--- src/rtl/io_map_pkg.sv ---
// Operation
// [RQ1] Peripherals appear as data-memory nibbles
// [RQ2] 865 or 913 words; 48 display, 33 I/O
// [RQ3] Build option places display page 0 or 2
// [RQ4] Page 0 display memory is read/write
// [RQ5] Page 2 display memory is write-only
// [RQ6] Program avoids unused and unmapped addresses
// [RQ7] 2E0H reads clock divider taps 2..16 Hz
// [RQ8] 2E1H reads stopwatch hundredths BCD digit
// [RQ9] 2E2H reads stopwatch tenths BCD digit
// [RQ10] 2E3H reads live input pin levels
// [RQ11] 2E4H holds per-pin edge comparison bits
// [RQ12] 2E5H holds per-pin interrupt enables
// [RQ13] LOAD_MODE_AND_SWATCH_IRQ_ENABLE bit 3 selects heavy-load mode
// [RQ14] LOAD_MODE_AND_SWATCH_IRQ_ENABLE bit 1 enables stopwatch 1 Hz irq
// [RQ15] Unused bits read zero; read-only writes ignored
package io_map_pkg;
  // ----------------------------------------
  // Address map
  // ----------------------------------------
  localparam logic [11:0] ADDR_LCD_BLANK = 12'h02d0;
  localparam logic [11:0] ADDR_CLK_TAPS = 12'h02e0;
  localparam logic [11:0] ADDR_SW_HUND = 12'h02e1;
  localparam logic [11:0] ADDR_SW_TENTH = 12'h02e2;
  localparam logic [11:0] ADDR_IN_LEVELS = 12'h02e3;
  localparam logic [11:0] ADDR_IN_CMP = 12'h02e4;
  localparam logic [11:0] ADDR_IN_IRQ_EN = 12'h02e5;
  localparam logic [11:0] ADDR_LOAD_MODE = 12'h02e6;
  localparam logic [11:0] DISP_BASE_PAGE0 = 12'h0040;
  localparam logic [11:0] DISP_BASE_PAGE2 = 12'h0240;
  localparam int DISP_WORDS = 48;
  localparam int RAM_WORDS = 832;
  localparam int IO_WORDS = 33;
  localparam int SPACE_WORDS_PAGE0 = 865;
  localparam int SPACE_WORDS_PAGE2 = 913;
  localparam logic [11:0] RAM_HOLE_FIRST = 12'h0240;
  localparam logic [11:0] RAM_HOLE_LAST = 12'h02ff;
  localparam logic [11:0] RAM_HOLE_WORDS = 12'h00c0;
  localparam logic [11:0] RAM_TOP = 12'h03ff;
  // ----------------------------------------
  // Field positions and reset values
  // ----------------------------------------
  localparam int LCD_BLANK_BIT = 0;
  localparam int HEAVY_LOAD_BIT = 3;
  localparam int SUB_BATT_BIT = 2;
  localparam int SW1HZ_EN_BIT = 1;
  localparam int SW10HZ_EN_BIT = 0;
  localparam logic [3:0] LCD_BLANK_RESET = 4'h1;
  localparam logic [3:0] NIBBLE_RESET = 4'h0;
  localparam logic [3:0] NIBBLE_ZERO = 4'h0;
  localparam logic [3:0] BCD_MAX = 4'h9;

  typedef struct packed {
    logic rd;
    logic wr;
    logic [11:0] addr;
    logic [3:0] wdata;
  } mem_req_type;

  typedef struct packed {
    logic [3:0] clk_taps;
    logic [3:0] sw_hundredths;
    logic [3:0] sw_tenths;
  } timer_view_type;

  typedef struct packed {
    logic lcd_blank_ctl;
    logic [3:0] in_cmp;
    logic [3:0] in_irq_en;
    logic heavy_load_sel;
    logic swatch_1hz_irq_en;
    logic swatch_10hz_irq_en;
  } ctrl_type;
endpackage

--- src/rtl/io_memory_map_decoder.sv ---
`timescale 1ns/10ps
module io_memory_map_decoder
  import io_map_pkg::*;
#(
  parameter bit DISP_IN_PAGE2 = 1'b0
) (
  // Clock and reset
  input wire logic CLK_I,
  input wire logic RESET_N_I,
  // CPU data memory access
  input wire logic MEM_RD_I,
  input wire logic MEM_WR_I,
  input wire logic [11:0] MEM_ADDR_I,
  input wire logic [3:0] MEM_WDATA_I,
  output logic [3:0] MEM_RDATA_O,
  output logic MEM_HIT_O,
  // Peripheral state in
  input wire logic [3:0] CLK_TAPS_I,
  input wire logic [3:0] SW_HUNDREDTHS_I,
  input wire logic [3:0] SW_TENTHS_I,
  input wire logic [3:0] IN_PIN_I,
  input wire logic SUB_BATTERY_DETECT_I,
  // Control out
  output logic LCD_BLANK_CTL_O,
  output logic [3:0] IN_CMP_O,
  output logic [3:0] IN_IRQ_EN_O,
  output logic HEAVY_LOAD_SEL_O,
  output logic SWATCH_1HZ_IRQ_EN_O,
  output logic SWATCH_10HZ_IRQ_EN_O,
  // Display memory to LCD driver
  input wire logic [5:0] DISP_RADDR_I,
  output logic [3:0] DISP_RDATA_O
);
  // ----------------------------------------
  // Reset release and pin synchronisers
  // ----------------------------------------
  logic rst_meta_reg;
  logic rst_n;
  logic [3:0] pin_meta_reg;
  logic [3:0] pin_sync_reg;
  logic batt_meta_reg;
  logic batt_sync_reg;

  always_ff @(posedge CLK_I or negedge RESET_N_I) begin
    if (!RESET_N_I) begin
      rst_meta_reg <= 1'b0;
      rst_n <= 1'b0;
    end else begin
      rst_meta_reg <= 1'b1;
      rst_n <= rst_meta_reg;
    end
  end

  always_ff @(posedge CLK_I or negedge rst_n) begin
    if (!rst_n) begin
      pin_meta_reg <= NIBBLE_ZERO;
      pin_sync_reg <= NIBBLE_ZERO;
      batt_meta_reg <= 1'b0;
      batt_sync_reg <= 1'b0;
    end else begin
      pin_meta_reg <= IN_PIN_I;
      pin_sync_reg <= pin_meta_reg;
      batt_meta_reg <= SUB_BATTERY_DETECT_I;
      batt_sync_reg <= batt_meta_reg;
    end
  end

  // ----------------------------------------
  // Address decode
  // ----------------------------------------
  mem_req_type req;
  logic [11:0] disp_base;
  logic disp_hit;
  logic [5:0] disp_idx;
  logic ram_hit;
  logic [9:0] ram_idx;
  logic io_hit;

  assign req = '{rd: MEM_RD_I, wr: MEM_WR_I, addr: MEM_ADDR_I, wdata: MEM_WDATA_I};
  assign disp_base = DISP_IN_PAGE2 ? DISP_BASE_PAGE2 : DISP_BASE_PAGE0; // [RQ3]

  function automatic logic in_range(input logic [11:0] a, input logic [11:0] base, input int words);
    in_range = (a >= base) && (int'(a) < int'(base) + words);
  endfunction

  function automatic logic is_io(input logic [11:0] a);
    is_io = (a == ADDR_LCD_BLANK) || ((a >= ADDR_CLK_TAPS) && (a <= ADDR_LOAD_MODE));
  endfunction

  // RAM skips the page 2 display and I/O area
  function automatic logic is_ram(input logic [11:0] a);
    is_ram = (a <= RAM_TOP) && !((a >= RAM_HOLE_FIRST) && (a <= RAM_HOLE_LAST));
  endfunction

  // Closes the hole so storage stays dense
  function automatic logic [9:0] ram_index(input logic [11:0] a);
    if (a > RAM_HOLE_LAST) begin
      ram_index = 10'(a - RAM_HOLE_WORDS);
    end else begin
      ram_index = a[9:0];
    end
  endfunction

  always_comb begin
    disp_hit = in_range(req.addr, disp_base, DISP_WORDS); // [RQ3]
    disp_idx = 6'(req.addr - disp_base);
    ram_hit = is_ram(req.addr); // [RQ2]
    ram_idx = ram_index(req.addr);
    io_hit = is_io(req.addr); // [RQ1]
  end

  // ----------------------------------------
  // Display memory
  // ----------------------------------------
  logic disp_wr;
  logic [5:0] disp_raddr;
  logic [3:0] disp_q;

  assign disp_wr = req.wr && disp_hit;
  assign disp_raddr = (req.rd && disp_hit) ? disp_idx : DISP_RADDR_I;

  nibble_store #(
    .DEPTH(DISP_WORDS),
    .AW(6)
  ) u_disp (
    .clk_i(CLK_I),
    .rst_n_i(rst_n),
    .wr_i(disp_wr),
    .waddr_i(disp_idx),
    .wdata_i(req.wdata),
    .raddr_i(disp_raddr),
    .rdata_o(disp_q)
  );

  always_ff @(posedge CLK_I or negedge rst_n) begin
    if (!rst_n) begin
      DISP_RDATA_O <= NIBBLE_ZERO;
    end else begin
      DISP_RDATA_O <= disp_q;
    end
  end

  // ----------------------------------------
  // General RAM outside display window
  // ----------------------------------------
  logic ram_wr;
  logic [3:0] ram_q;

  assign ram_wr = req.wr && ram_hit && !(disp_hit && !DISP_IN_PAGE2);

  nibble_store #(
    .DEPTH(RAM_WORDS),
    .AW(10)
  ) u_ram (
    .clk_i(CLK_I),
    .rst_n_i(rst_n),
    .wr_i(ram_wr),
    .waddr_i(ram_idx),
    .wdata_i(req.wdata),
    .raddr_i(ram_idx),
    .rdata_o(ram_q)
  );

  // ----------------------------------------
  // Control registers
  // ----------------------------------------
  ctrl_type ctrl_reg;

  always_ff @(posedge CLK_I or negedge rst_n) begin
    if (!rst_n) begin
      ctrl_reg.lcd_blank_ctl <= LCD_BLANK_RESET[LCD_BLANK_BIT];
      ctrl_reg.in_cmp <= NIBBLE_RESET; // [RQ11]
      ctrl_reg.in_irq_en <= NIBBLE_RESET; // [RQ12]
      ctrl_reg.heavy_load_sel <= 1'b0; // [RQ13]
      ctrl_reg.swatch_1hz_irq_en <= 1'b0; // [RQ14]
      ctrl_reg.swatch_10hz_irq_en <= 1'b0;
    end else if (req.wr) begin
      if (req.addr == ADDR_LCD_BLANK) begin
        ctrl_reg.lcd_blank_ctl <= req.wdata[LCD_BLANK_BIT]; // [RQ15]
      end else if (req.addr == ADDR_IN_CMP) begin
        ctrl_reg.in_cmp <= req.wdata; // [RQ11]
      end else if (req.addr == ADDR_IN_IRQ_EN) begin
        ctrl_reg.in_irq_en <= req.wdata; // [RQ12]
      end else if (req.addr == ADDR_LOAD_MODE) begin
        ctrl_reg.heavy_load_sel <= req.wdata[HEAVY_LOAD_BIT]; // [RQ13]
        ctrl_reg.swatch_1hz_irq_en <= req.wdata[SW1HZ_EN_BIT]; // [RQ14]
        ctrl_reg.swatch_10hz_irq_en <= req.wdata[SW10HZ_EN_BIT];
      end
    end
  end

  assign LCD_BLANK_CTL_O = ctrl_reg.lcd_blank_ctl;
  assign IN_CMP_O = ctrl_reg.in_cmp;
  assign IN_IRQ_EN_O = ctrl_reg.in_irq_en;
  assign HEAVY_LOAD_SEL_O = ctrl_reg.heavy_load_sel;
  assign SWATCH_1HZ_IRQ_EN_O = ctrl_reg.swatch_1hz_irq_en;
  assign SWATCH_10HZ_IRQ_EN_O = ctrl_reg.swatch_10hz_irq_en;

  // ----------------------------------------
  // Read data mux
  // ----------------------------------------
  timer_view_type tview;
  logic [3:0] rdata_next;
  logic hit_next;
  logic [3:0] rdata_reg;
  logic hit_reg;

  assign tview = '{clk_taps: CLK_TAPS_I, sw_hundredths: SW_HUNDREDTHS_I, sw_tenths: SW_TENTHS_I};

  always_comb begin
    rdata_next = NIBBLE_ZERO;
    hit_next = 1'b0;
    if (req.addr == ADDR_LCD_BLANK) begin
      rdata_next[LCD_BLANK_BIT] = ctrl_reg.lcd_blank_ctl; // [RQ15]
      hit_next = 1'b1;
    end else if (req.addr == ADDR_CLK_TAPS) begin
      rdata_next = tview.clk_taps; // [RQ7]
      hit_next = 1'b1;
    end else if (req.addr == ADDR_SW_HUND) begin
      rdata_next = tview.sw_hundredths; // [RQ8]
      hit_next = 1'b1;
    end else if (req.addr == ADDR_SW_TENTH) begin
      rdata_next = tview.sw_tenths; // [RQ9]
      hit_next = 1'b1;
    end else if (req.addr == ADDR_IN_LEVELS) begin
      rdata_next = pin_sync_reg; // [RQ10]
      hit_next = 1'b1;
    end else if (req.addr == ADDR_IN_CMP) begin
      rdata_next = ctrl_reg.in_cmp;
      hit_next = 1'b1;
    end else if (req.addr == ADDR_IN_IRQ_EN) begin
      rdata_next = ctrl_reg.in_irq_en;
      hit_next = 1'b1;
    end else if (req.addr == ADDR_LOAD_MODE) begin
      rdata_next = {ctrl_reg.heavy_load_sel, batt_sync_reg, ctrl_reg.swatch_1hz_irq_en,
                    ctrl_reg.swatch_10hz_irq_en};
      hit_next = 1'b1;
    end else if (disp_hit && DISP_IN_PAGE2) begin
      rdata_next = NIBBLE_ZERO; // [RQ5]
      hit_next = 1'b1;
    end else if (disp_hit) begin
      rdata_next = disp_q; // [RQ4]
      hit_next = 1'b1;
    end else if (ram_hit) begin
      rdata_next = ram_q;
      hit_next = 1'b1;
    end
  end

  always_ff @(posedge CLK_I or negedge rst_n) begin
    if (!rst_n) begin
      rdata_reg <= NIBBLE_ZERO;
      hit_reg <= 1'b0;
    end else begin
      rdata_reg <= req.rd ? rdata_next : NIBBLE_ZERO;
      hit_reg <= req.rd && hit_next; // [RQ6]
    end
  end

  assign MEM_RDATA_O = rdata_reg;
  assign MEM_HIT_O = hit_reg;
endmodule

--- src/rtl/nibble_store.sv ---
`timescale 1ns/10ps
module nibble_store
  import io_map_pkg::*;
#(
  parameter int DEPTH = 48,
  parameter int AW = 6
) (
  // Clock and reset
  input wire logic clk_i,
  input wire logic rst_n_i,
  // Access
  input wire logic wr_i,
  input wire logic [AW-1:0] waddr_i,
  input wire logic [3:0] wdata_i,
  input wire logic [AW-1:0] raddr_i,
  output logic [3:0] rdata_o
);
  logic [3:0] mem_reg [DEPTH];

  always_ff @(posedge clk_i) begin
    if (wr_i && (int'(waddr_i) < DEPTH)) begin
      mem_reg[waddr_i] <= wdata_i;
    end
  end

  always_comb begin
    if (int'(raddr_i) < DEPTH) begin
      rdata_o = mem_reg[raddr_i];
    end else begin
      rdata_o = NIBBLE_ZERO;
    end
  end
endmodule

--- config.mk ---
export PLATFORM = sky130hd
export DESIGN_NAME = io_memory_map_decoder
export DESIGN_NICKNAME = d
export VERILOG_FILES = /design/src/rtl/io_map_pkg.sv /design/src/rtl/io_memory_map_decoder.sv /design/src/rtl/nibble_store.sv
export SDC_FILE = /design/constraint.sdc
export NUM_CORES = 2
export LEC_CHECK = 0
export ABC_CLOCK_PERIOD_IN_PS = 1800
export BUFFER_PORTS_ARGS = -buffer_cell sky130_fd_sc_hd__buf_2
export CAP_MARGIN = 20
export CORE_MARGIN = 4
export CORE_UTILIZATION = 50
export DETAILED_ROUTE_END_ITERATION = 10
export HOLD_SLACK_MARGIN = 0.05
export PLACE_DENSITY = 0.65
export SYNTH_ARGS = -nofsm -noshare
export SYNTH_HDL_FRONTEND = slang
export SYNTH_SLANG_ARGS = --single-unit
--- constraint.sdc ---
create_clock -name CLK_I -period 1.8 [get_ports CLK_I]
set_clock_uncertainty 0.1 [all_clocks]
set_input_delay 0.45 -clock CLK_I [delete_from_list [all_inputs] [get_ports CLK_I]]
set_output_delay 0.45 -clock CLK_I [all_outputs]
set_load 0.005 [all_outputs]
Word level (Yosys, flattened, before mapping)
Memory sizes are Yosys's and may differ from the RTL's.
Index checks and enable logic that the tools add are counted.
{ "word_totals": {"ff_bits": 33, "ramBits": 3520, "inputBits": 43, "out_inout_bits": 21, "elab_cells": 85, "mem_count": 2} }
{ "mem_list": {"columns": ["memory", "words", "word_bits", "read_ports", "rd_clocked_by_memory_dff", "write_ports", "line", "rtl"], "rows": [
  ["u_ram.mem_reg", 832, 4, 1, 0, 1, "nibble_store.sv:18", "logic [3:0] mem_reg [DEPTH];"],
  ["u_disp.mem_reg", 48, 4, 1, 0, 1, "nibble_store.sv:18", null]
]} }
{ "classes": {"n_addsub": 2, "n_lt_le_gt_ge": 9, "eq_ne": 8, "mux": 30, "n_bitwise": 3, "reduce_logical": 16} }
{ "op_table": {"columns": ["op", "n"], "rows": [
  ["== test 12 x 10 -> 1 bit, second input constant", 8],
  ["2-to-1 mux 4 bit", 12],
  ["<= comparator 12 x 10 -> 1 bit, second input constant", 2],
  ["2-to-1 mux 1 bit", 15],
  [">= comparator 12 x 10 -> 1 bit, second input constant", 1],
  [">= comparator 12 x 7 -> 1 bit, second input constant", 1],
  ["greater-than comparator 12 x 10 -> 1 bit, second input constant", 1],
  ["less-than comparator 12 x 7 -> 1 bit, second input constant", 1],
  ["less-than comparator 6 bit, second input constant", 2],
  ["logical AND 1 bit", 10],
  ["less-than comparator 10 bit, second input constant", 1],
  ["2-to-1 mux 10 bit", 1],
  ["subtractor 10 x 8 -> 10 bit, second input constant", 1],
  ["2-to-1 mux 6 bit", 1],
  ["subtractor 6 x 1 -> 6 bit, second input constant", 1],
  ["AND reduction 5 bit", 1],
  ["AND reduction 4 bit", 1],
  ["2-to-1 mux 3 bit", 1],
  ["inverter 1 bit", 3],
  ["AND reduction 3 bit", 1],
  ["zero test 1 bit", 2],
  ["AND reduction 2 bit", 1]
]} }

Depth between registers and ports, before layout
{ "depth": {"ltp_word": 16, "mapped_depth": 17, "depth_no_buf": 11} }

Hierarchy
From an unflattened synthesis, not the netlist that was laid out.
{ "unflattened": {"hier_cells": 6930, "area_unflattened_um2": 140757.5} }
{ "by_module_without_submodules": {"columns": ["module", "n_inst", "cells_per_inst", "area_each_um2", "seq_area_each_um2"], "rows": [
  ["nibble_store (u_ram)", 1, 6331, 130955.6, 99935.8],
  ["nibble_store (u_disp)", 1, 417, 7806.2, 5765.5],
  ["io_memory_map_decoder", 1, 182, 1995.7, 827.0]
]} }

Worst setup path after synthesis
Ideal clock, no wire load.
{ "synth_path": {"kind": "input to register", "startpoint": "input port MEM_ADDR_I[7]", "endpoint": "memory u_ram.mem_reg[125][0] (enable)", "setup_time_ns": 0.329, "t_arrival_ns": 3.234, "t_required_ns": 1.371, "slack_ns": -1.863, "cell_stages": 13, "n_path_buf": 4, "path_cell_list": "buf_6 -> inv_1 -> ha_1 -> a41oi_2 -> buf_2 -> nor4_1 -> clkbuf_1 -> a211oi_1 -> nand3_1 -> nor2_1 -> nand3_1 -> clkbuf_1 -> nor2_1"} }
{ "synth_between": {"elab_chain_cells": 9, "elab_cells_between_ends": 19, "classes_between": "1 x add/sub; 7 x order compare; 3 x mux; 8 x reduce/logical"} }
{ "synth_lines": {"columns": ["element", "line", "rtl"], "rows": [
  ["from (decl)", "io_memory_map_decoder.sv:13", "input wire logic [11:0] MEM_ADDR_I,"],
  ["parallel branches: the longest is 9 deep, another holds subtractor 10 x 8 -> 10 bit", null, null],
  ["to (decl)", "nibble_store.sv:18", null]
]} }
Several ways; the timed one is not identified.

Worst setup path in the final report
{ "layout_path": {"startpoint": "input port MEM_ADDR_I[3]", "endpoint": "register rdata_reg[1], in the netlist MEM_RDATA_O[1]"} }
{ "layout_between": {"elab_chain_cells": 16, "elab_cells_between_ends": 40, "classes_between": "2 x add/sub; 8 x order compare; 8 x eq/ne; 15 x mux; 5 x reduce/logical; 2 x memory"} }
{ "layout_lines": {"columns": ["element", "line", "rtl"], "rows": [
  ["parallel branches: the longest is 14 deep, another holds subtractor 10 x 8 -> 10 bit", null, null],
  ["2-to-1 mux 3 bit *", "io_memory_map_decoder.sv:213", "if (req.addr == ADDR_LCD_BLANK) begin"],
  ["2-to-1 mux 4 bit *", "io_memory_map_decoder.sv:255", "rdata_reg <= req.rd ? rdata_next : NIBBLE_ZERO;"],
  ["to (signal assigned)", "io_memory_map_decoder.sv:255", null],
  ["to (decl)", "io_memory_map_decoder.sv:205", "logic [3:0] rdata_reg;"]
]} }
Mark *: on every way between the ends.
A chain may end at the register's enable or synchronous reset.

==> key figures <==
STA
  – Setup violators final: 3561
  – Setup TNS Final: -2989820 ps
  – Tmin final: 3220 ps
  – RSZ-0062 raised after global routing: true
  – Hold Fails Final Rpt: 0
  – Hold slack: 106 ps
  – Fin crit share: 179%
  – Tightest Pin Transition: 843 ps
  – Max frequency: 311 MHz
  – Worst Slack Setup Final: -1420 ps
  – Max_slew headroom: 43.3%
  – Final Max Tran Viols: 0

Logic synthesis
  – Synth Register Bits: 3553
  – Post-Synth XOR/XNOR Area: 0.0124%
  – Register area share after synthesis: 75.5%
  – Ys Warns: 0
  – Top area cells in the synthesized netlist: edfxtp_1 (75%), mux4_2 (13%), nor2_1 (2.5%)
  – Post-Syn Instances: 7331
  – Largest family of logic cells by synthesized area: multiplexers
  – Post-synth EDFFs: 3520
  – Post-Synthesis Net Count: 7377
  – Synth cell count leaders: edfxtp_1 (3520), nor2_1 (957), mux4_2 (818), nand2_1 (310), clkbuf_1 (261)
  – Avg Inst Size Synth: 19.2 µm²
  – Mapped cell area: 141000 µm²
  – Post-Synth Adder-Cell Area: 0.0266%
  – Post-synth top area share: 75.0%
  – Compound-Gate Fraction of Synth Area: 3.05%
  – Dominant cell type by area after synthesis: edfxtp_1
  – Top-count cell post-synth: edfxtp_1
  – Yosys cell types: 89
  – Simple-Gate Fraction of Synth Area: 4.63%
  – Ys flop type: edfxtp_1
  – Async set or reset register ratio after synthesis: 0.929%
  – Mux cell area share after synthesis: 15.1%

Layout
  – Fin nets: 9555
  – Area growth from synthesis to layout: 29.9%
  – Layout cells sized above 1: 43.5%
  – Largest register FFs: 3328
  – Layout Utilization: 65.4%

GRT
  – Grt ovf: 0
  – Largest net degree at the start of global routing: 103
  – Initial antenna violation count: 19
  – GRT Util Overall: 31.0%
  – First-pass GRT wire length: 640 mm
  – Number of global-route vias before repair: 84311

Setup path
  – Worst endpoint required time: 2550 ps
  – Worst path buffer plus inverter count: 4
  – Critical Path Fanout Max: 17
  – CP Class: in2reg
  – Crit path cell chain: buf_6 -> buf_12 -> buf_12 -> or3b_4 -> buf_4 -> a21oi_2 -> a31oi_4 -> nand4_1 -> nand4b_1 -> nor4_4 -> a211oi_2 -> a31oi_1
  – Worst path depth: 12
  – Endpoint class of the critical path: flip-flop
  – Most frequent CP cell: buf_12
  – Arrival @ worst endpoint: 3970 ps
  – Reg2Reg Depth: 9
  – CP startpoint kind: primary input
  – Slowest cell on crit path: nor4_4
  – Critical path's top delay family: simple AND/OR/NAND/NOR gates
  – Slowest cell delay on critical path: 790 ps

Outcome
  – Status: finished with violations
  – Violated checks: setup timing

Clock tree
  – Longest Clk Path Bufs: 4
  – Clk slew on worst S/H paths: 60 ps
  – CTS tree: built
  – Clock root cell: clkbuf_16
  – Clk_lat worst skew: 960 ps
  – Clock Sinks: 3553
  – H-tree levels: 5
  – Num CTS Buffers: 358

Placement
  – Final Wtd Congestion: 0.960
  – PortBufs: 63
  – Pre-CTS setup slack: -2720 ps
  – Post-DP HPWL: 309 mm

Detailed routing
  – Pre-Repair DR Iteration Count: 6
  – Antenna viol nets, final: 0
  – DRT Wirelength: 468 mm
  – DRC violation count after routing: 0
  – Drt wl/cell: 34.6 µm
  – Vias per inst: 6.34
  – DRT iter0 DRCs: 12826
  – Vias: 85901

Floorplanning
  – I/O pin count: 64
  – Die Area: 291000 µm²
  – Core ar.: 280000 µm²
  – Initial core utilization: 50.3%
  – Die W: 539 µm
  – Row cnt: 194
  – Die Ht: 539 µm

Power
  – Leak Pwr: 61.7 nW
  – Clock power frac: 42.0%
  – P_int: 139 mW
  – Cell area power density: 975 nW/µm²
  – Logic pwr share: 7.1%
  – Switching Power: 39.7 mW
  – Sequential share of power: 50.9%
  – Switching share of power: 22.2%
  – Worst IR drop on VDD: 0.000859 V

Min path
  – Worst Hold Depth: 6
  – HP Class: in2reg

Job
  – Max_cap viols: 0
==> worst register-to-register path: cells and delay by family (launching register included) <==
kind               cells  cell delay (ps)
muxes                  3              600
and+or+nand+nor        3             1660
DFF                    1              340
AOI/OAI and AO/OA      3              360
==> power groups by stage <==
stage,sequential [mW],combinational (mW),clock (mW)
2_1_floorplan,92.7,4.68,0
3_5_place_dp,92.7,11.6,0
4_1_cts,90.9,12.1,75.4
3_3_place_gp,92.7,11.5,0
6_report,90.9,12.7,74.9
5_1_grt,90.9,13.0,79.2
==> per-layer routing <==
| metal | track usage, % | share of wire [%] | routed length (µm) |
|---|---|---|---|
| met5 | 0 | 0.022 | 101 |
| met4 | 14.5 | 5.7 | 26600 |
| met3 | 7.50 | 12 | 57400 |
| met2 | 47.7 | 46 | 216000 |
| met1 | 42.1 | 36 | 168000 |
==> placed cells by master, fill, tap and decap left out, types with 23 or more instances in the layout <==
master     Yosys  routed
a211oi_1      61      42
a21oi_1       87      80
a221oi_1      37      27
a22oi_1       74      66
and3_1        51      47
buf_12         0     318
buf_16         0      37
buf_2        106      50
buf_4         69    1562
buf_6         11     277
bufinv_16      0      39
clkbuf_1     261      67
clkbuf_16      0     387
clkinv_1       3      85
clkinv_2       0      66
dfrtp_1       32      32
edfxtp_1    3520    3520
mux2_2        40      38
mux2i_1      236     227
mux4_2       818     818
nand2_1      310     274
nand3_1       81      64
nand4_1       23      23
nor2_1       957     609
nor2_2         1      28
nor2_4         0     321
nor3_1        48      37
o21ai_0       84      62
o22ai_1       62      56
==> stage by stage <==
stage | power [mW] | cells | area [µm²]
2_1_floorplan | 97.4 | 7331 | 142000
3_3_place_gp | 104 | 12740 | 165000
3_5_place_dp | 104 | 12741 | 165000
4_1_cts | 178 | 13454 | 179000
5_1_grt | 183 | 13536 | 183000
6_report | 179 | 13549 | 183000
==> path summary, 6_finish.rpt <==
path                       slack [ps]                   from         endpoint
max in group asynchronous        1090                  rst_n  LCD_BLANK_CTL_O
min in group asynchronous         180                  rst_n   IN_IRQ_EN_O[1]
max                             -1420          MEM_ADDR_I[3]   MEM_RDATA_O[1]
min reg2reg                       180                  rst_n   IN_IRQ_EN_O[1]
min                               110          CLK_TAPS_I[3]   MEM_RDATA_O[3]
max reg2reg                     -1320  u_ram.mem_reg[798][1]   MEM_RDATA_O[1]
==> repair_timing <==
action                                  in CTS  in global routing
pin swaps                                   90                174
resized for setup                          389                740
endpoints found under the setup margin    3560               3562
cloned                                       4                 24
hold buffers                                20                  0
hold endpoints to repair                   603                  0
setup buffers                               38                 64
==> area by class of cell <==
class	count	area, µm²
fill	18331	96900
clock inverter	228	2270
antenna	15	37.5
tap	3724	4660
inverter	13	71.3
timing repair buffer	2311	23700
clock buffer	433	9380
sequential	3553	107000
multi-input combinational	3272	36600
==> logic make-up after synthesis <==
kind of cell             count (synthesis)
AO/OA/AOI/OAI                          609
other                                    1
XOR/XNOR                                 2
AND/OR/NAND/NOR                       1563
buffers and inverters                  506
flip-flops                            3553
multiplexers                          1094
adder cells (fa/ha/maj)                  3
Note: power is estimated with default switching activity, not from simulation.
